--- config.mk ---
export PLATFORM = sky130hd
export DESIGN_NAME = tmr16_core
export DESIGN_NICKNAME = d
export VERILOG_FILES = /design/src/tmr16_pkg.sv /design/src/tmr16_core.sv /design/src/tmr16_sync.sv
export SDC_FILE = /design/constraint.sdc
export NUM_CORES = 1
export LEC_CHECK = 0
export BUFFER_PORTS_ARGS = -buffer_cell sky130_fd_sc_hd__buf_4
export CAP_MARGIN = 15
export CORE_ASPECT_RATIO = 1.5
export CORE_UTILIZATION = 57
export DETAILED_ROUTE_END_ITERATION = 16
export GPL_TIMING_DRIVEN = 1
export PLACE_DENSITY = 0.81
export SYNTH_ARGS = -nofsm -noshare
export SYNTH_HDL_FRONTEND = slang
export SYNTH_SLANG_ARGS = --single-unit
export TNS_END_PERCENT = 100
--- constraint.sdc ---
create_clock -name clock -period 4 [get_ports clock]
set_input_delay 0.6 -clock clock [delete_from_list [all_inputs] [get_ports clock]]
set_output_delay 0.6 -clock clock [all_outputs]
set_load 0.01 [all_outputs]
--- src/tmr16_pkg.sv ---
// Package with register indices, field positions and mode encodings of the 16-bit timer core.
package tmr16_pkg;

  // Register indices on the processor I/O bus, low address bits.
  localparam logic [3:0] TMR16_IDX_CTRL_A   = 4'h0;
  localparam logic [3:0] TMR16_IDX_CTRL_B   = 4'h1;
  localparam logic [3:0] TMR16_IDX_CTRL_C   = 4'h2;
  localparam logic [3:0] TMR16_IDX_CNT_LO   = 4'h4;
  localparam logic [3:0] TMR16_IDX_CNT_HI   = 4'h5;
  localparam logic [3:0] TMR16_IDX_CAP_LO   = 4'h6;
  localparam logic [3:0] TMR16_IDX_CAP_HI   = 4'h7;
  localparam logic [3:0] TMR16_IDX_CMPA_LO  = 4'h8;
  localparam logic [3:0] TMR16_IDX_CMPA_HI  = 4'h9;
  localparam logic [3:0] TMR16_IDX_CMPB_LO  = 4'hA;
  localparam logic [3:0] TMR16_IDX_CMPB_HI  = 4'hB;
  localparam logic [3:0] TMR16_IDX_CMPC_LO  = 4'hC;
  localparam logic [3:0] TMR16_IDX_CMPC_HI  = 4'hD;
  localparam logic [3:0] TMR16_IDX_FLAGS    = 4'hE;

  // Field positions.
  localparam int TMR16_B_FILT   = 7;
  localparam int TMR16_B_EDGE   = 6;
  localparam int TMR16_B_RSVD   = 5;
  localparam int TMR16_B_FOCA   = 7;
  localparam int TMR16_B_ICF    = 5;
  localparam int TMR16_B_OVF    = 0;

  // Reset values and fixed tops.
  localparam logic [7:0]  TMR16_RST_BYTE = 8'h00;
  localparam logic [15:0] TMR16_MAX      = 16'hFFFF;
  localparam logic [15:0] TMR16_BOTTOM   = 16'h0000;
  localparam logic [15:0] TMR16_TOP8     = 16'h00FF;
  localparam logic [15:0] TMR16_TOP9     = 16'h01FF;
  localparam logic [15:0] TMR16_TOP10    = 16'h03FF;

  // Prescaler taps, as divider minus one.
  localparam logic [9:0] TMR16_DIV8    = 10'h007;
  localparam logic [9:0] TMR16_DIV64   = 10'h03F;
  localparam logic [9:0] TMR16_DIV256  = 10'h0FF;
  localparam logic [9:0] TMR16_DIV1024 = 10'h3FF;

  // Noise filter run length.
  localparam logic [1:0] TMR16_FILT_LAST = 2'h3;

  typedef enum logic [2:0] {
    TMR16_CS_STOP = 3'h0, TMR16_CS_DIV1 = 3'h1, TMR16_CS_DIV8 = 3'h2,
    TMR16_CS_DIV64 = 3'h3, TMR16_CS_DIV256 = 3'h4, TMR16_CS_DIV1024 = 3'h5,
    TMR16_CS_EXTF = 3'h6, TMR16_CS_EXTR = 3'h7
  } tmr16_clk_e;

  typedef enum logic [1:0] {
    TMR16_ACT_OFF = 2'h0, TMR16_ACT_TOG = 2'h1, TMR16_ACT_CLR = 2'h2, TMR16_ACT_SET = 2'h3
  } tmr16_act_e;

  typedef enum logic [1:0] {
    TMR16_TOP_FIX = 2'h0, TMR16_TOP_CMPA = 2'h1, TMR16_TOP_CAP = 2'h2
  } tmr16_topsrc_e;

  typedef enum logic [1:0] {
    TMR16_AT_NOW = 2'h0, TMR16_AT_TOP = 2'h1, TMR16_AT_BOTTOM = 2'h2, TMR16_AT_MAX = 2'h3
  } tmr16_at_e;

  // Decoded waveform mode.
  typedef struct packed {
    tmr16_topsrc_e topsrc;
    logic [15:0]   fixtop;
    tmr16_at_e     upd_at;
    tmr16_at_e     ovf_at;
    logic          updown;
    logic          pwm;
  } tmr16_mode_s;

  // Processor bus request.
  typedef struct packed {
    logic       wr;
    logic       rd;
    logic [3:0] addr;
    logic [7:0] wdata;
  } tmr16_bus_s;

endpackage

--- src/tmr16_core.sv ---
// One 16-bit timer/counter control core: mode decode, clocking, capture, force and counter access.
// Summary of operation
// - Four-bit wave mode from two bits each of control A and B; mode 13 reserved.
// - Mode 0 counts to 0xFFFF, compare writes immediate, overflow at maximum.
// - Fixed PWM tops 0x00FF/0x01FF/0x03FF; 1-3 phase correct, 5-7 fast.
// - Phase correct loads at TOP, flags at BOTTOM; fast PWM does both at TOP.
// - Mode 4 top is compare A, mode 12 capture; immediate update, flag at max.
// - Modes 8 and 9 top capture/compare A; load and flag at BOTTOM.
// - Filter enabled: capture input changes only after four equal samples.
// - Edge select 0 captures on falling edge, 1 on rising edge.
// - Capture copies counter to capture value and sets capture flag.
// - Capture pin disconnected while capture value serves as TOP.
// - Clock select codes 0-5: stopped, divide by 1, 8, 64, 256, 1024.
// - Clock select zero stops the counter.
// - Codes 6 and 7 count falling or rising edges of the external pin.
// - External pin edges count even when the pin is driven as output.
// - Force bit write forces an immediate match using the output action.
// - Force bits act only in normal and clear-on-match modes.
// - Forced match raises no flag and never clears the counter.
// - Force bits are strobes and always read as zero.
// - Counter accessed as two bytes through a shared temporary high byte.
// - A counter write blocks compare matches on the next timer clock.
// - Non-PWM actions: 00 off, 01 toggle, 10 clear, 11 set on match.
module tmr16_core
  import tmr16_pkg::*;
#(
  parameter int CNT_W = 16
)(
  input  wire logic       clock,
  input  wire logic       arst_n,
  input  wire tmr16_bus_s bus,
  output logic [7:0]      rdata,
  input  wire logic       capture_pin,
  input  wire logic       ext_count_pin,
  output logic [2:0]      compare_output_pin,
  output logic [2:0]      compare_output_en,
  output logic            overflow_flag,
  output logic            capture_flag,
  output logic [2:0]      compare_flag
);
  // Counter and fixed tops are sixteen bits and the temporary holds their high byte, so other widths are refused.
  if (CNT_W != 16) begin
    $error("tmr16_core supports a 16-bit counter only");
  end

  logic [7:0]        timer_ctrl_a;
  logic [7:0]        timer_ctrl_b;
  logic [7:0]        temp_hi;
  logic [15:0]       count_value;
  logic [15:0]       capture_value;
  logic [15:0]       compare_value [3];
  logic [15:0]       compare_buf   [3];
  logic              count_down;
  logic              block_match;
  logic [9:0]        presc;
  logic              filt_out;
  logic [1:0]        filt_run;
  logic [2:0]        wave;
  logic [7:0]        rdata_q;
  logic [7:0]        next_ctrl_a, next_ctrl_b, next_temp, next_rdata;
  logic [15:0]       next_count, next_capture;
  logic [15:0]       next_cmp [3];
  logic [15:0]       next_buf [3];
  logic              next_down, next_block, next_filt_out;
  logic [1:0]        next_filt_run;
  logic [9:0]        next_presc;
  logic [2:0]        next_wave, next_cmpf;
  logic              next_ovf, next_icf;
  logic [3:0]        wave_mode_sel;
  tmr16_mode_s       md;
  tmr16_clk_e        clock_sel;
  logic              tick, cap_lvl, cap_rise, cap_fall, ext_rise, ext_fall;
  logic [15:0]       top;
  logic              cap_trig, at_top, at_bottom;
  logic [2:0]        force_str;

  // Waveform mode table; reserved mode 13 behaves as normal counting.
  function automatic tmr16_mode_s decode(input logic [3:0] m);
    tmr16_mode_s d;
    d = '{TMR16_TOP_FIX, TMR16_MAX, TMR16_AT_NOW, TMR16_AT_MAX, 1'b0, 1'b0};
    case (m)
      4'h1: d = '{TMR16_TOP_FIX, TMR16_TOP8, TMR16_AT_TOP, TMR16_AT_BOTTOM, 1'b1, 1'b1};
      4'h2: d = '{TMR16_TOP_FIX, TMR16_TOP9, TMR16_AT_TOP, TMR16_AT_BOTTOM, 1'b1, 1'b1};
      4'h3: d = '{TMR16_TOP_FIX, TMR16_TOP10, TMR16_AT_TOP, TMR16_AT_BOTTOM, 1'b1, 1'b1};
      4'h4: d = '{TMR16_TOP_CMPA, TMR16_MAX, TMR16_AT_NOW, TMR16_AT_MAX, 1'b0, 1'b0};
      4'h5: d = '{TMR16_TOP_FIX, TMR16_TOP8, TMR16_AT_TOP, TMR16_AT_TOP, 1'b0, 1'b1};
      4'h6: d = '{TMR16_TOP_FIX, TMR16_TOP9, TMR16_AT_TOP, TMR16_AT_TOP, 1'b0, 1'b1};
      4'h7: d = '{TMR16_TOP_FIX, TMR16_TOP10, TMR16_AT_TOP, TMR16_AT_TOP, 1'b0, 1'b1};
      4'h8: d = '{TMR16_TOP_CAP, TMR16_MAX, TMR16_AT_BOTTOM, TMR16_AT_BOTTOM, 1'b1, 1'b1};
      4'h9: d = '{TMR16_TOP_CMPA, TMR16_MAX, TMR16_AT_BOTTOM, TMR16_AT_BOTTOM, 1'b1, 1'b1};
      4'hA: d = '{TMR16_TOP_CAP, TMR16_MAX, TMR16_AT_TOP, TMR16_AT_BOTTOM, 1'b1, 1'b1};
      4'hB: d = '{TMR16_TOP_CMPA, TMR16_MAX, TMR16_AT_TOP, TMR16_AT_BOTTOM, 1'b1, 1'b1};
      4'hC: d = '{TMR16_TOP_CAP, TMR16_MAX, TMR16_AT_NOW, TMR16_AT_MAX, 1'b0, 1'b0};
      4'hE: d = '{TMR16_TOP_CAP, TMR16_MAX, TMR16_AT_TOP, TMR16_AT_TOP, 1'b0, 1'b1};
      4'hF: d = '{TMR16_TOP_CMPA, TMR16_MAX, TMR16_AT_TOP, TMR16_AT_TOP, 1'b0, 1'b1};
      default: d = d;
    endcase
    return d;
  endfunction

  // Non-PWM output action on a match.
  function automatic logic act(input logic [1:0] sel, input logic cur);
    case (sel)
      TMR16_ACT_TOG: return ~cur;
      TMR16_ACT_CLR: return 1'b0;
      TMR16_ACT_SET: return 1'b1;
      default:       return cur;
    endcase
  endfunction

  // Pins are synchronised, so the external clock works whatever drives the pin.
  tmr16_sync u_cap_sync (
    .clock  (clock),
    .arst_n (arst_n),
    .pin    (capture_pin),
    .level  (cap_lvl),
    .rise   (),
    .fall   ()
  );
  tmr16_sync u_ext_sync (
    .clock  (clock),
    .arst_n (arst_n),
    .pin    (ext_count_pin),
    .level  (),
    .rise   (ext_rise),
    .fall   (ext_fall)
  );

  // Field decode from the control registers.
  always_comb begin
    wave_mode_sel = {timer_ctrl_b[4:3], timer_ctrl_a[1:0]};
    md            = decode(wave_mode_sel);
    clock_sel     = tmr16_clk_e'(timer_ctrl_b[2:0]);
    case (md.topsrc)
      TMR16_TOP_CMPA: top = compare_value[0];
      TMR16_TOP_CAP:  top = capture_value;
      default:        top = md.fixtop;
    endcase
    at_top    = (count_value == top);
    at_bottom = (count_value == TMR16_BOTTOM);
  end

  // Timer clock enable from prescaler or external edges.
  always_comb begin
    case (clock_sel)
      TMR16_CS_DIV1:    tick = 1'b1;
      TMR16_CS_DIV8:    tick = (presc[2:0] == TMR16_DIV8[2:0]);
      TMR16_CS_DIV64:   tick = (presc[5:0] == TMR16_DIV64[5:0]);
      TMR16_CS_DIV256:  tick = (presc[7:0] == TMR16_DIV256[7:0]);
      TMR16_CS_DIV1024: tick = (presc == TMR16_DIV1024);
      TMR16_CS_EXTF:    tick = ext_fall;
      TMR16_CS_EXTR:    tick = ext_rise;
      default:          tick = 1'b0;
    endcase
  end

  // Noise filter and edge detect on the filtered capture input.
  always_comb begin
    next_filt_out = filt_out;
    next_filt_run = 2'h0;
    if (!timer_ctrl_b[TMR16_B_FILT]) begin
      next_filt_out = cap_lvl;
    end else if (cap_lvl != filt_out) begin
      next_filt_run = filt_run + 2'h1;
      if (filt_run == TMR16_FILT_LAST) begin
        next_filt_out = cap_lvl;
        next_filt_run = 2'h0;
      end
    end
    cap_rise = next_filt_out & ~filt_out;
    cap_fall = ~next_filt_out & filt_out;
    cap_trig = (md.topsrc != TMR16_TOP_CAP) &&
               (timer_ctrl_b[TMR16_B_EDGE] ? cap_rise : cap_fall);
  end

  // Register bus, counter, compare, flags and waveform outputs.
  always_comb begin
    next_ctrl_a  = timer_ctrl_a;
    next_ctrl_b  = timer_ctrl_b;
    next_temp    = temp_hi;
    next_count   = count_value;
    next_capture = capture_value;
    next_cmp     = compare_value;
    next_buf     = compare_buf;
    next_down    = count_down;
    next_block   = block_match;
    next_presc   = (clock_sel == TMR16_CS_STOP) ? presc : presc + 10'h001;
    next_wave    = wave;
    next_ovf     = overflow_flag;
    next_icf     = capture_flag;
    next_cmpf    = compare_flag;
    next_rdata   = rdata_q;
    force_str    = 3'h0;
    // Flag clears by writing one; a set in the same cycle still wins below.
    if (bus.wr && bus.addr == TMR16_IDX_FLAGS) begin
      next_ovf  = overflow_flag & ~bus.wdata[TMR16_B_OVF];
      next_icf  = capture_flag & ~bus.wdata[TMR16_B_ICF];
      next_cmpf = compare_flag & ~bus.wdata[3:1];
    end
    // Compare buffer updates immediately in non-PWM modes.
    if (md.upd_at == TMR16_AT_NOW) next_cmp = compare_buf;
    // Timer tick: match, overflow, reload points, counting.
    if (tick) begin
      next_block = 1'b0;
      for (int i = 0; i < 3; i++) begin
        if (!block_match && count_value == compare_value[i]) begin
          next_cmpf[i] = 1'b1;
          if (!md.pwm) next_wave[i] = act(timer_ctrl_a[7-2*i -: 2], wave[i]);
        end
      end
      if ((md.upd_at == TMR16_AT_TOP && at_top) || (md.upd_at == TMR16_AT_BOTTOM && at_bottom))
        next_cmp = compare_buf;
      if ((md.ovf_at == TMR16_AT_TOP && at_top) || (md.ovf_at == TMR16_AT_BOTTOM && at_bottom && count_down)
          || (md.ovf_at == TMR16_AT_MAX && count_value == TMR16_MAX))
        next_ovf = 1'b1;
      if (md.topsrc == TMR16_TOP_CAP && at_top) next_icf = 1'b1;
      if (md.updown) begin
        if (at_top) next_down = 1'b1;
        else if (at_bottom) next_down = 1'b0;
        next_count = (next_down && !at_bottom) ? count_value - 16'h0001 : count_value + 16'h0001;
      end else begin
        next_down  = 1'b0;
        next_count = (at_top && md.topsrc != TMR16_TOP_FIX) || (at_top && md.pwm)
                     ? TMR16_BOTTOM : count_value + 16'h0001;
      end
    end
    // Capture copies the counter and sets the flag.
    if (cap_trig) begin
      next_capture = count_value;
      next_icf     = 1'b1;
    end
    // Writes; the high byte always lands in the shared temporary.
    if (bus.wr) begin
      case (bus.addr)
        TMR16_IDX_CTRL_A: next_ctrl_a = bus.wdata;
        TMR16_IDX_CTRL_B: next_ctrl_b = bus.wdata & ~(8'h01 << TMR16_B_RSVD);
        TMR16_IDX_CTRL_C: force_str   = bus.wdata[TMR16_B_FOCA -: 3];
        TMR16_IDX_CNT_HI, TMR16_IDX_CAP_HI, TMR16_IDX_CMPA_HI,
        TMR16_IDX_CMPB_HI, TMR16_IDX_CMPC_HI: next_temp = bus.wdata;
        TMR16_IDX_CNT_LO: begin
          next_count = {temp_hi, bus.wdata};
          next_block = 1'b1;
        end
        TMR16_IDX_CAP_LO:  next_capture = {temp_hi, bus.wdata};
        TMR16_IDX_CMPA_LO: next_buf[0]  = {temp_hi, bus.wdata};
        TMR16_IDX_CMPB_LO: next_buf[1]  = {temp_hi, bus.wdata};
        TMR16_IDX_CMPC_LO: next_buf[2]  = {temp_hi, bus.wdata};
        default: next_temp = next_temp;
      endcase
    end
    // Forced match alters only the output, never flags or the counter.
    for (int i = 0; i < 3; i++) begin
      if (force_str[2-i] && !md.pwm) next_wave[i] = act(timer_ctrl_a[7-2*i -: 2], wave[i]);
    end
    // Reads; low byte read parks the high byte in the temporary.
    if (bus.rd) begin
      case (bus.addr)
        TMR16_IDX_CTRL_A:  next_rdata = timer_ctrl_a;
        TMR16_IDX_CTRL_B:  next_rdata = timer_ctrl_b;
        TMR16_IDX_CNT_LO: begin
          next_rdata = count_value[7:0];
          next_temp  = count_value[15:8];
        end
        TMR16_IDX_CAP_LO: begin
          next_rdata = capture_value[7:0];
          next_temp  = capture_value[15:8];
        end
        TMR16_IDX_CMPA_LO: begin
          next_rdata = compare_buf[0][7:0];
          next_temp  = compare_buf[0][15:8];
        end
        TMR16_IDX_CMPB_LO: begin
          next_rdata = compare_buf[1][7:0];
          next_temp  = compare_buf[1][15:8];
        end
        TMR16_IDX_CMPC_LO: begin
          next_rdata = compare_buf[2][7:0];
          next_temp  = compare_buf[2][15:8];
        end
        TMR16_IDX_CNT_HI, TMR16_IDX_CAP_HI, TMR16_IDX_CMPA_HI,
        TMR16_IDX_CMPB_HI, TMR16_IDX_CMPC_HI: next_rdata = temp_hi;
        TMR16_IDX_FLAGS: next_rdata = {2'h0, capture_flag, 1'b0, compare_flag[2],
                                       compare_flag[1], compare_flag[0], overflow_flag};
        default: next_rdata = TMR16_RST_BYTE; // Control C and unmapped read zero.
      endcase
    end
  end

  // State registers; no clock enable, every flop updates each edge.
  always_ff @(posedge clock or negedge arst_n) begin
    if (!arst_n) begin
      timer_ctrl_a  <= TMR16_RST_BYTE;
      timer_ctrl_b  <= TMR16_RST_BYTE;
      temp_hi       <= TMR16_RST_BYTE;
      count_value   <= TMR16_BOTTOM;
      capture_value <= TMR16_BOTTOM;
      compare_value <= '{default: TMR16_BOTTOM};
      compare_buf   <= '{default: TMR16_BOTTOM};
      count_down    <= 1'b0;
      block_match   <= 1'b0;
      presc         <= 10'h000;
      filt_out      <= 1'b0;
      filt_run      <= 2'h0;
      wave          <= 3'h0;
      overflow_flag <= 1'b0;
      capture_flag  <= 1'b0;
      compare_flag  <= 3'h0;
      rdata_q       <= TMR16_RST_BYTE;
      compare_output_en <= 3'h0;
    end else begin
      timer_ctrl_a  <= next_ctrl_a;
      timer_ctrl_b  <= next_ctrl_b;
      temp_hi       <= next_temp;
      count_value   <= next_count;
      capture_value <= next_capture;
      compare_value <= next_cmp;
      compare_buf   <= next_buf;
      count_down    <= next_down;
      block_match   <= next_block;
      presc         <= next_presc;
      filt_out      <= next_filt_out;
      filt_run      <= next_filt_run;
      wave          <= next_wave;
      overflow_flag <= next_ovf;
      capture_flag  <= next_icf;
      compare_flag  <= next_cmpf;
      rdata_q       <= next_rdata;
      compare_output_en <= {|next_ctrl_a[3:2], |next_ctrl_a[5:4], |next_ctrl_a[7:6]};
    end
  end

  assign rdata              = rdata_q;
  assign compare_output_pin = wave;

  // A forced strobe leaves the compare and overflow flags untouched.
  a_force_no_flag: assert property (@(posedge clock) disable iff (!arst_n)
    (bus.wr && bus.addr == TMR16_IDX_CTRL_C && !tick && !cap_trig && !(bus.addr == TMR16_IDX_FLAGS))
    |=> $stable(compare_flag) && $stable(overflow_flag))
    else $error("forced compare changed a flag");

  // Control C always reads zero.
  a_force_read_zero: assert property (@(posedge clock) disable iff (!arst_n)
    (bus.rd && bus.addr == TMR16_IDX_CTRL_C) |=> rdata == 8'h00)
    else $error("force bits did not read zero");

  // Stopped clock holds the counter.
  a_stop_holds: assert property (@(posedge clock) disable iff (!arst_n)
    (clock_sel == TMR16_CS_STOP && !bus.wr) |=> $stable(count_value))
    else $error("counter moved while stopped");

  // Capture copies the counter and flags it.
  a_capture_copy: assert property (@(posedge clock) disable iff (!arst_n)
    (cap_trig && !bus.wr) |=> capture_value == $past(count_value) && capture_flag)
    else $error("capture did not copy counter");

  // While the capture value is TOP, pin edges must leave it untouched.
  a_cap_disconnect: assert property (@(posedge clock) disable iff (!arst_n)
    (md.topsrc == TMR16_TOP_CAP && !bus.wr) |=> $stable(capture_value))
    else $error("capture fired while disconnected");

  // Counter write blocks the next tick's match.
  a_write_blocks: assert property (@(posedge clock) disable iff (!arst_n)
    (bus.wr && bus.addr == TMR16_IDX_CNT_LO) |=> block_match)
    else $error("counter write did not block match");

  // Normal mode wraps from maximum and sets overflow.
  a_normal_ovf: assert property (@(posedge clock) disable iff (!arst_n)
    (wave_mode_sel == 4'h0 && tick && count_value == TMR16_MAX && !bus.wr)
    |=> count_value == TMR16_BOTTOM && overflow_flag)
    else $error("normal mode overflow wrong");

  // Reserved bit of control B reads back zero.
  a_rsvd_zero: assert property (@(posedge clock) disable iff (!arst_n)
    timer_ctrl_b[TMR16_B_RSVD] == 1'b0)
    else $error("reserved bit stored");
endmodule

--- src/tmr16_sync.sv ---
// Three-stage pin synchroniser with agreement check, shared by both timer pins.
module tmr16_sync
  import tmr16_pkg::*;
(
  input  wire logic clock,
  input  wire logic arst_n,
  input  wire logic pin,
  output logic      level,
  output logic      rise,
  output logic      fall
);
  logic [2:0] stage;
  logic [2:0] next_stage;
  logic       next_level;

  // The first stage feeds only the second; a change counts when stages two and three agree.
  always_comb begin
    next_stage = {stage[1:0], pin};
    next_level = (stage[2] == stage[1]) ? stage[2] : level;
  end

  always_ff @(posedge clock or negedge arst_n) begin
    if (!arst_n) begin
      stage <= 3'h0;
      level <= 1'b0;
    end else begin
      stage <= next_stage;
      level <= next_level;
    end
  end

  assign rise = next_level & ~level;
  assign fall = ~next_level & level;
endmodule
# After elaboration in Yosys (flattened, before gate mapping)

Memory sizes are Yosys's and may differ from the RTL's.
Cells that the tools add are included.
Widths: inputs -> output; s select.

Add/subtract/negate cells: 4
Multipliers: 0
Divide/modulo/power cells: 0
Order comparisons: 0
Equal/unequal tests: 53
Shift operators: 0
Mux-type cells: 64
Bitwise operators: 17
Reductions and logical operators: 48

Operators by type and width:

| kind                  | count |
|---|---|
| $mux 16               | 9 |
| $mux 48               | 3 |
| $pmux 8 s9            | 1 |
| $eq 16x16->1          | 4 |
| $mux 8                | 5 |
| $pmux 8 s5            | 1 |
| $mux 1                | 32 |
| $pmux 16 s2           | 1 |
| $eq 4x4->1 const B    | 7 |
| $eq 2x2->1 const B    | 11 |
| $logic_and 1x1->1     | 18 |
| $add 16x1->16 const B | 1 |
| $eq 16x16->1 const B  | 1 |
| $eq 4x3->1 const B    | 4 |
| $logic_not 16->1      | 1 |
| $sub 16x1->16 const B | 1 |
| $eq 3x3->1 const B    | 5 |
| $mux 3                | 5 |
| $reduce_bool 2->1     | 7 |
| $eq 2x1->1 const B    | 6 |
| $add 10x1->10 const B | 1 |
| $eq 10x10->1 const B  | 1 |
| $reduce_and 2->1      | 5 |
| $not 1->1             | 9 |
| other kinds (25)      | 47 |

Register bits after elaboration: 193
Latch bits: 0
RAM bits: 0
Bits in read-only memories: 256
Input port bits: 18
Word-level logic and storage cells: 216
Memories: 1

Memories:

| name             | depth | width | read ports | clocked after Yosys merged registers in | write ports | RTL line         | source |
|---|---|---|---|---|---|---|---|
| (name not given) | 16    | 16    | 1          | 0                                       | 0           | tmr16_core.sv:81 | `case (m)` |

# Logic depth before layout (Yosys ltp)

Gate-level depths: netlist of the first run.
An unclocked memory read counts as a cell.

Depth after elaboration: 13
Gate-level depth with buffers: 19
Mapped depth without buffers: 16

# Cells and area by module

Synthesis of the first run repeated with hierarchy kept, for this count alone.

Cells, all modules: 994
Area, all modules: 10,636.5 um2

Modules (own cells, without submodules):

| module     | times used | cells an instance | area an instance (um2) | sequential area each (um2) |
|---|---|---|---|---|
| tmr16_core | 1          | 980               | 10,378.7               | 4,629.4 |
| tmr16_sync | 2          | 7                 | 128.9                  | 100.1 |

# Worst setup path before layout of the first run

Ideal clock, no wire load.

Kind: reg2reg
From: reg timer_ctrl_a[0]
To: reg compare_value[37] (netlist bit)
Setup time: 125 ps
Data arrival time: 3,753 ps
Setup slack: 122 ps
Cell stages (with the launch flop): 19
Path buffers: 3
Cell sequence: dfrtp_1 inv_1 ha_1 nor2b_1 a21oi_1 mux2i_1 inv_1 ha_1 buf_4 a221o_1 or4b_1 o31a_1 a22o_1 or2_1 nor2_2 a31oi_1 buf_6 buf_6 mux2_4

RTL lines:

| item                     | RTL line          | source |
|---|---|---|
| start: declaration       | tmr16_core.sv:46  | `logic [7:0] timer_ctrl_a;` |
| start signal: assignment | tmr16_core.sv:311 | `timer_ctrl_a <= next_ctrl_a;` |
| end signal: assignment   | tmr16_core.sv:316 | `compare_value <= next_cmp;` |
| end: declaration         | tmr16_core.sv:51  | `logic [15:0] compare_value [3];` |

==> qor.yml, run 1 <==
die:
  die_w_um: 114
  die_h_um: 169
  rows: 60
  io_pins: 37
  core-area_um2: 18100
  dieArea_um2: 19200
  initial_core_util_pct: 58.8
grt:
  grt_pass1_vias: 8943
  globalRoute.totalOverflow: 0
  grt_usage_pct: 36.3
  antenna_found_initial: 2
  grt_pass1_wl_um: 51200
  grt_max_degree: 106
placed_design:
  dpl.cell_count: 1259
  dp_hpwl_um: 22300
  gp_congestion: 0.957
  io_buffer_count: 36
power_and_ir_drop:
  ir_worst_vdd_uv: 413
  cellLeakagePower_nw: 5.30
  comb_power_share_pct: 38.5
  p_per_area_nw_per_um2: 683
  clkPwrFrac_pct: 21.6
  intPower_mw: 4.97
  p_sw_share_pct: 41.4
  switchingPower_mw: 3.52
  total_power_mw: 8.49
  seqPwrFrac_pct: 39.9
critical_path:
  worst-r2r-setup-slack_ps: -160
  cp_slowest_stage_delay_ps: 530
  start_kind: "flip-flop"
  reg2reg_depth: 17
  cpMaxStageDelayCell: "or4b_1"
  crit_chain: "inv_2 > ha_4 > nor2b_4 > a21oi_2 > mux2i_2 > inv_2 > ha_4 > buf_6 > a221o_1 > or4b_1 > o31a_1 > a22o_4 > or2_4 > nor2_4 > a31oi_4 > clkbuf_16 > mux2_4"
  cp.arrival_ps: 4490
  rr_startpoint: "timer_ctrl_a[0]$_DFFE_PN0P_"
  endpoint: "compare_value[45]$_DFF_PN0_"
  worstPathRequired_ps: 4320
  cp.depth: 17
  cp.buffers_inverters: 4
  worstSetupPathType: "flip-flop to flip-flop"
  crit_fanout: 7
  end_kind: "flip-flop"
  r2r_end: "compare_value[45]$_DFF_PN0_"
  critPathLaunch: "timer_ctrl_a[0]$_DFFE_PN0P_"
  crit_family: "simple AND/OR/NAND/NOR gates"
logic_synthesis:
  syn_avg_cell_area_um2: 10.6
  synth_edf_count: 0
  synth_area_um2: 10600
  yosysSeqAreaShare_pct: 45.4
  synth_cell_types: 72
  ys_warn_count: 0
  ys_seq_elements: 193
  synth_nets: 1039
  netlist_instances: 1008
  async_flop_share_pct: 100
  synthFlopType: "dfrtp_1"
route:
  drt_pass1_iterations: 12
  drt_iter0_drc: 1323
  drc_errors: 0
  antenna_left: 0
  vias: 9337
  totalWireLength_um: 36500
  routed_via_density: 7.09
  wl_per_cell_um: 27.7
timing:
  finalSetupViolations: 51
  period_minus_slack_ps: 4160
  setup_ws_ps: -164
  post-route-period-util_pct: 104
  rsz0062_at_grt: "true"
  finClkSkew_ps: 16.2
  tightest_slew_ps: 1240
  slew_headroom_pct: 16.3
  finalHoldViolations: 0
  slew_violations: 0
  fmax_mhz: 240
finish:
  area_delta_synth_final_pct: 16.8
  finalNonFillerCells: 1316
  layout_common_cells: "dfrtp_1 (192), mux2_2 (92), buf_4 (88)"
  drive_above_1_share_pct: 28.7
  final_common_cell: "dfrtp_1"
  fin_nets: 1085
clock_tree:
  clkTransAtPathRegs_ps: 90
  clock-root-buffer: "clkbuf_16"
  cts.sinks: 193
  ctsHoldBuffers: 0
  clkLatencyLatePin_ps: 450
  clock_path_buffers: 2
  cts_tree: "done"
  cts_buffers: 17
  htree_levels: 4
hold_path:
  hp-class: "primary input to flip-flop"
  whs_path_depth: 1
job:
  drv_cap: 0
run_status:
  violations: "setup timing"
  run_status: "finished, violations left"
flip-flops by register name, indices dropped and copies added (netlist names), 7 cells and up:
name and cells:
compare_value 48, timer_ctrl_b 7, rdata 8, count_value 16, temp_hi 8, compare_buf 48
capture_value 16, presc 10, timer_ctrl_a 8
per-stage QoR:
stage / hold WS, ps / worst slack [ps] / utilization [%] / TNS (ps) / area, µm²
6_report: 248 / -164 / 68.7 / -5320 / 12400
2_1_floorplan: 304 / 122 / - / 0 / 10600
3_3_place_gp: 334 / 66.1 / 62.4 / 0 / 11300
4_1_cts: 244 / 16.4 / 66.0 / 0 / 11900
5_1_grt: 242 / -252 / 68.7 / -12010 / 12400
3_5_place_dp: 342 / -65.8 / 62.4 / -1080 / 11300
worst register-to-register path, stage by stage, from the launching register on:
cell and delay (ps):
dfrtp_1 400, inv_2 90, ha_4 140, nor2b_4 140
a21oi_2 50, mux2i_2 250, inv_2 90, ha_4 200
buf_6 130, a221o_1 350, or4b_1 530, o31a_1 130
a22o_4 240, or2_4 260, nor2_4 150, a31oi_4 270
clkbuf_16 290, mux2_4 310
how the worst min path moves through the flow:
stage,start,end
final,ext_count_pin,u_ext_sync.stage[0]$_DFF_PN0_
after global routing,capture_pin,u_cap_sync.stage[0]$_DFF_PN0_
after CTS,ext_count_pin,u_ext_sync.stage[0]$_DFF_PN0_
after detailed placement,u_ext_sync.stage[0]$_DFF_PN0_,u_ext_sync.stage[1]$_DFF_PN0_
after global placement,u_ext_sync.stage[0]$_DFF_PN0_,u_ext_sync.stage[1]$_DFF_PN0_
after floorplan,arst_n,block_match$_DFF_PN0_
cell usage after synthesis (4+ instances only):
cell,n,area share (%)
o22ai_1,8,0.47
nand4_1,8,0.47
ha_1,13,1.5
a221oi_1,17,1.4
clkbuf_1,53,1.9
a221o_1,5,0.47
mux2_2,92,9.7
nor3_1,20,0.94
xnor2_1,15,1.2
o21ai_0,34,1.6
nor3b_1,9,0.63
nor4b_1,5,0.41
or3_1,5,0.29
or2_2,4,0.24
a211oi_1,7,0.49
mux2i_1,46,4.3
buf_2,9,0.42
a31oi_1,7,0.41
nand2b_1,5,0.29
a22oi_1,15,1.1
nor2b_1,8,0.47
nor2_1,38,1.3
mux2_4,12,1.7
a222oi_1,14,1.3
xor2_1,53,4.4
or4_1,4,0.28
mux2_1,8,0.85
nor4_1,27,1.6
nand2_1,82,2.9
dfrtp_1,193,45
nand3_1,32,1.5
a21oi_1,45,2.1
buf_6,6,0.63
inv_1,16,0.56
a22o_1,5,0.41
and3_1,17,1.0
and2_1,5,0.29
buf_1,7,0.25
cell type report:
cell class / instances / area, µm²
Tap cell: 248 / 310
Fill cell: 1213 / 5660
Antenna cell: 1 / 2.50
Clock buffer: 17 / 425
Inverter: 16 / 60.1
Clock inverter: 15 / 216
Timing Repair Buffer: 106 / 928
Sequential cell: 193 / 4830
Multi-Input combinational cell: 720 / 5660
power by group through the flow:
stage          combinational (mW)  clock (mW)  sequential, mW
3_3_place_gp                 2.62           0            3.30
2_1_floorplan                2.01           0            3.02
5_1_grt                      3.43        1.90            3.43
4_1_cts                      2.77        1.82            3.30
3_5_place_dp                 2.71           0            3.33
6_report                     3.27        1.83            3.39
per-layer routing:
layer	GRT usage (%)	up-vias	part of all wire, %
met5	0	-	0
met4	27.6	0	9.3
met3	7.61	290	11
met2	59.3	770	47
met1	41.8	4472	33
li1	-	3805	-
logic make-up after synthesis:
family / count (synthesis) / synth area share, %
simple gates: 297 / 14.9
flops: 193 / 45.4
xor+xnor: 68 / 5.60
mux: 158 / 16.6
fa+ha+maj: 15 / 1.72
compound gates: 182 / 11.8
buf+inv: 95 / 3.95
what timing repair did:
action | in CTS | in global routing
gates resized for setup | 7 | 67
cloned | 0 | 7
endpoints found under the setup margin | 64 | 65
buffers inserted | 0 | 18
pin swaps | 1 | 22
(Power assumes the default switching activity.)
==> inputs of run 2 (changes only) <==
--- a/config.mk
+++ b/config.mk
@@ -8,7 +8,7 @@
 export BUFFER_PORTS_ARGS = -buffer_cell sky130_fd_sc_hd__buf_4
 export CAP_MARGIN = 15
 export CORE_ASPECT_RATIO = 1.5
-export CORE_UTILIZATION = 57
+export CORE_UTILIZATION = 60
 export DETAILED_ROUTE_END_ITERATION = 16
 export GPL_TIMING_DRIVEN = 1
 export PLACE_DENSITY = 0.81
==> constraint.sdc (replaced) <==
create_clock -name clock -period 5.18 [get_ports clock]
set_input_delay 0.777 -clock clock [delete_from_list [all_inputs] [get_ports clock]]
set_output_delay 0.777 -clock clock [all_outputs]
set_load 0.05 [all_outputs]
==> run 2 against run 1 <==
The run now ends clean. Setup slack better by 520 ps. Register-to-register slack better by 520 ps. Fmax down 14%.
==> qor.yml, run 2 (synthesis gave the netlist of run 1 again) <==
clock_tree:
  post-cts-setup-buffers: 0
  clock_path_buffers: 2
  cts_tree: "done"
  cts.sinks: 193
  clkLatencyLatePin_ps: 450
  ctsHoldBuffers: 0
  post_cts_resized: 0
  cts_buffers: 17
  clock-root-buffer: "clkbuf_16"
  clkTransAtPathRegs_ps: 90
  htree_levels: 4
timing:
  post-route-period-util_pct: 93.2
  slew_headroom_pct: 21.4
  finClkSkew_ps: 13.6
  finalSetupViolations: 0
  fmax_mhz: 207
  fin_setup_tns_ps: 0
  rsz0062_at_grt: "false"
  tightest_slew_ps: 1170
  finalHoldViolations: 0
  period_minus_slack_ps: 4830
  slew_violations: 0
hold_path:
  hp-class: "flip-flop to flip-flop"
route:
  routed_via_density: 7.09
  vias: 8711
  totalWireLength_um: 31900
  wl_per_cell_um: 26.0
  drt_iter0_drc: 1032
  antenna_left: 0
  drc_errors: 0
  drt_pass1_iterations: 7
power_and_ir_drop:
  switchingPower_mw: 2.49
  p_per_area_nw_per_um2: 524
  comb_power_share_pct: 34.0
  clkPwrFrac_pct: 22.6
  cellLeakagePower_nw: 4.93
  intPower_mw: 3.61
  p_sw_share_pct: 40.9
  seqPwrFrac_pct: 43.4
  ir_worst_vdd_uv: 370
  total_power_mw: 6.10
grt:
  grt_usage_pct: 35.6
  grt_max_degree: 101
  globalRoute.totalOverflow: 0
  grt_pass1_wl_um: 48600
  antenna_found_initial: 1
  grt_pass1_vias: 8363
critical_path:
  cp.buffers_inverters: 1
  cpMaxStageDelayCell: "ha_1"
  start_kind: "flip-flop"
  worstSetupPathType: "flip-flop to flip-flop"
  crit_family: "simple AND/OR/NAND/NOR gates"
  crit_chain: "inv_1 > ha_1 > nor2b_1 > a21oi_1 > mux2i_1 > ha_1 > a221oi_1 > or4_1 > o31a_1 > a22o_1 > o21bai_2 > and2_1 > a21oi_1 > or3_1 > a31oi_1"
  worstPathRequired_ps: 5530
  end_kind: "flip-flop"
  crit_fanout: 19
  cp_slowest_stage_delay_ps: 690
  cp.arrival_ps: 5180
placed_design:
  gp_congestion: 0.942
  io_buffer_count: 36
  dp_hpwl_um: 21200
job:
  drv_cap: 0
finish:
  fillerInstances: 1267
  layout_common_cells: "dfrtp_1 (193), mux2_2 (92), nand2_1 (82)"
  final_common_cell: "dfrtp_1"
  area_delta_synth_final_pct: 9.36
  drive_above_1_share_pct: 20.8
  fin_nets: 1032
  biggestRegsByFlops: "compare_buf: 48 flops, compare_value: 48 flops"
die:
  die_h_um: 165
  die_w_um: 111
  core-area_um2: 17300
  dieArea_um2: 18300
  rows: 59
  initial_core_util_pct: 61.4
  io_pins: 37
run_status:
  run_status: "finished clean"
==> run 2: through the flow <==
stage               util (%)  hold slack [ps]  worst slack (ps)  area [µm²]  cells
finish                  67.1              365               352       11600   1228
global route            67.1              374              82.4       11600   1228
CTS                     67.1              368               443       11600   1227
detailed placement      63.5              338               581       11000   1195
global placement        63.5              339               688       11000   1195
floorplan                  -              331              1300       10600   1008
==> run 2: per-layer routing <==
layer,track usage (%),vias to the layer above,wire (µm)
li1,-,3690,-
met1,41.5,4243,11200
met2,58.3,601,15000
met3,8.69,177,3170
met4,24.8,0,2630
met5,0,-,0
==> run 2: worst paths after layout <==
| kind | start | endpoint | slack, ps | depth (start not counted) |
|---|---|---|---|---|
| max | timer_ctrl_a[1]$_DFFE_PN0P_ | count_value[13]$_DFF_PN0_ | 350 | 15 |
| min | u_cap_sync.stage[0]$_DFF_PN0_ | u_cap_sync.stage[1]$_DFF_PN0_ | 370 | 0 |
| max reg2reg | timer_ctrl_a[1]$_DFFE_PN0P_ | count_value[13]$_DFF_PN0_ | 350 | 15 |
| min reg2reg | u_cap_sync.stage[0]$_DFF_PN0_ | u_cap_sync.stage[1]$_DFF_PN0_ | 370 | 0 |
| max in group asynchronous | arst_n | compare_buf[36]$_DFFE_PN0P_ | 3740 | 2 |
| min in group asynchronous | arst_n | u_cap_sync.level$_DFFE_PN0N_ | 390 | 1 |
==> run 2: area by class of cell <==
class | count | area (µm²) | share of cell area [%]
Multi-Input combinational cell | 720 | 5440 | 46.7
Sequential cell | 193 | 4830 | 41.5
Clock buffer | 17 | 425 | 3.65
Timing Repair Buffer | 53 | 417 | 3.58
Tap cell | 213 | 267 | 2.29
Clock inverter | 15 | 204 | 1.75
Inverter | 16 | 60.1 | 0.516
Antenna cell | 1 | 2.50 | 0.0215
==> run 2: power groups by stage <==
| stage | sequential (mW) | clock (mW) | combinational, mW |
|---|---|---|---|
| final | 2.65 | 1.38 | 2.08 |
| after global routing | 2.69 | 1.45 | 2.21 |
| after CTS | 2.62 | 1.38 | 2.03 |
| after detailed placement | 2.64 | 0 | 2.01 |
| after global placement | 2.62 | 0 | 1.95 |
| after floorplan | 2.43 | 0 | 1.55 |
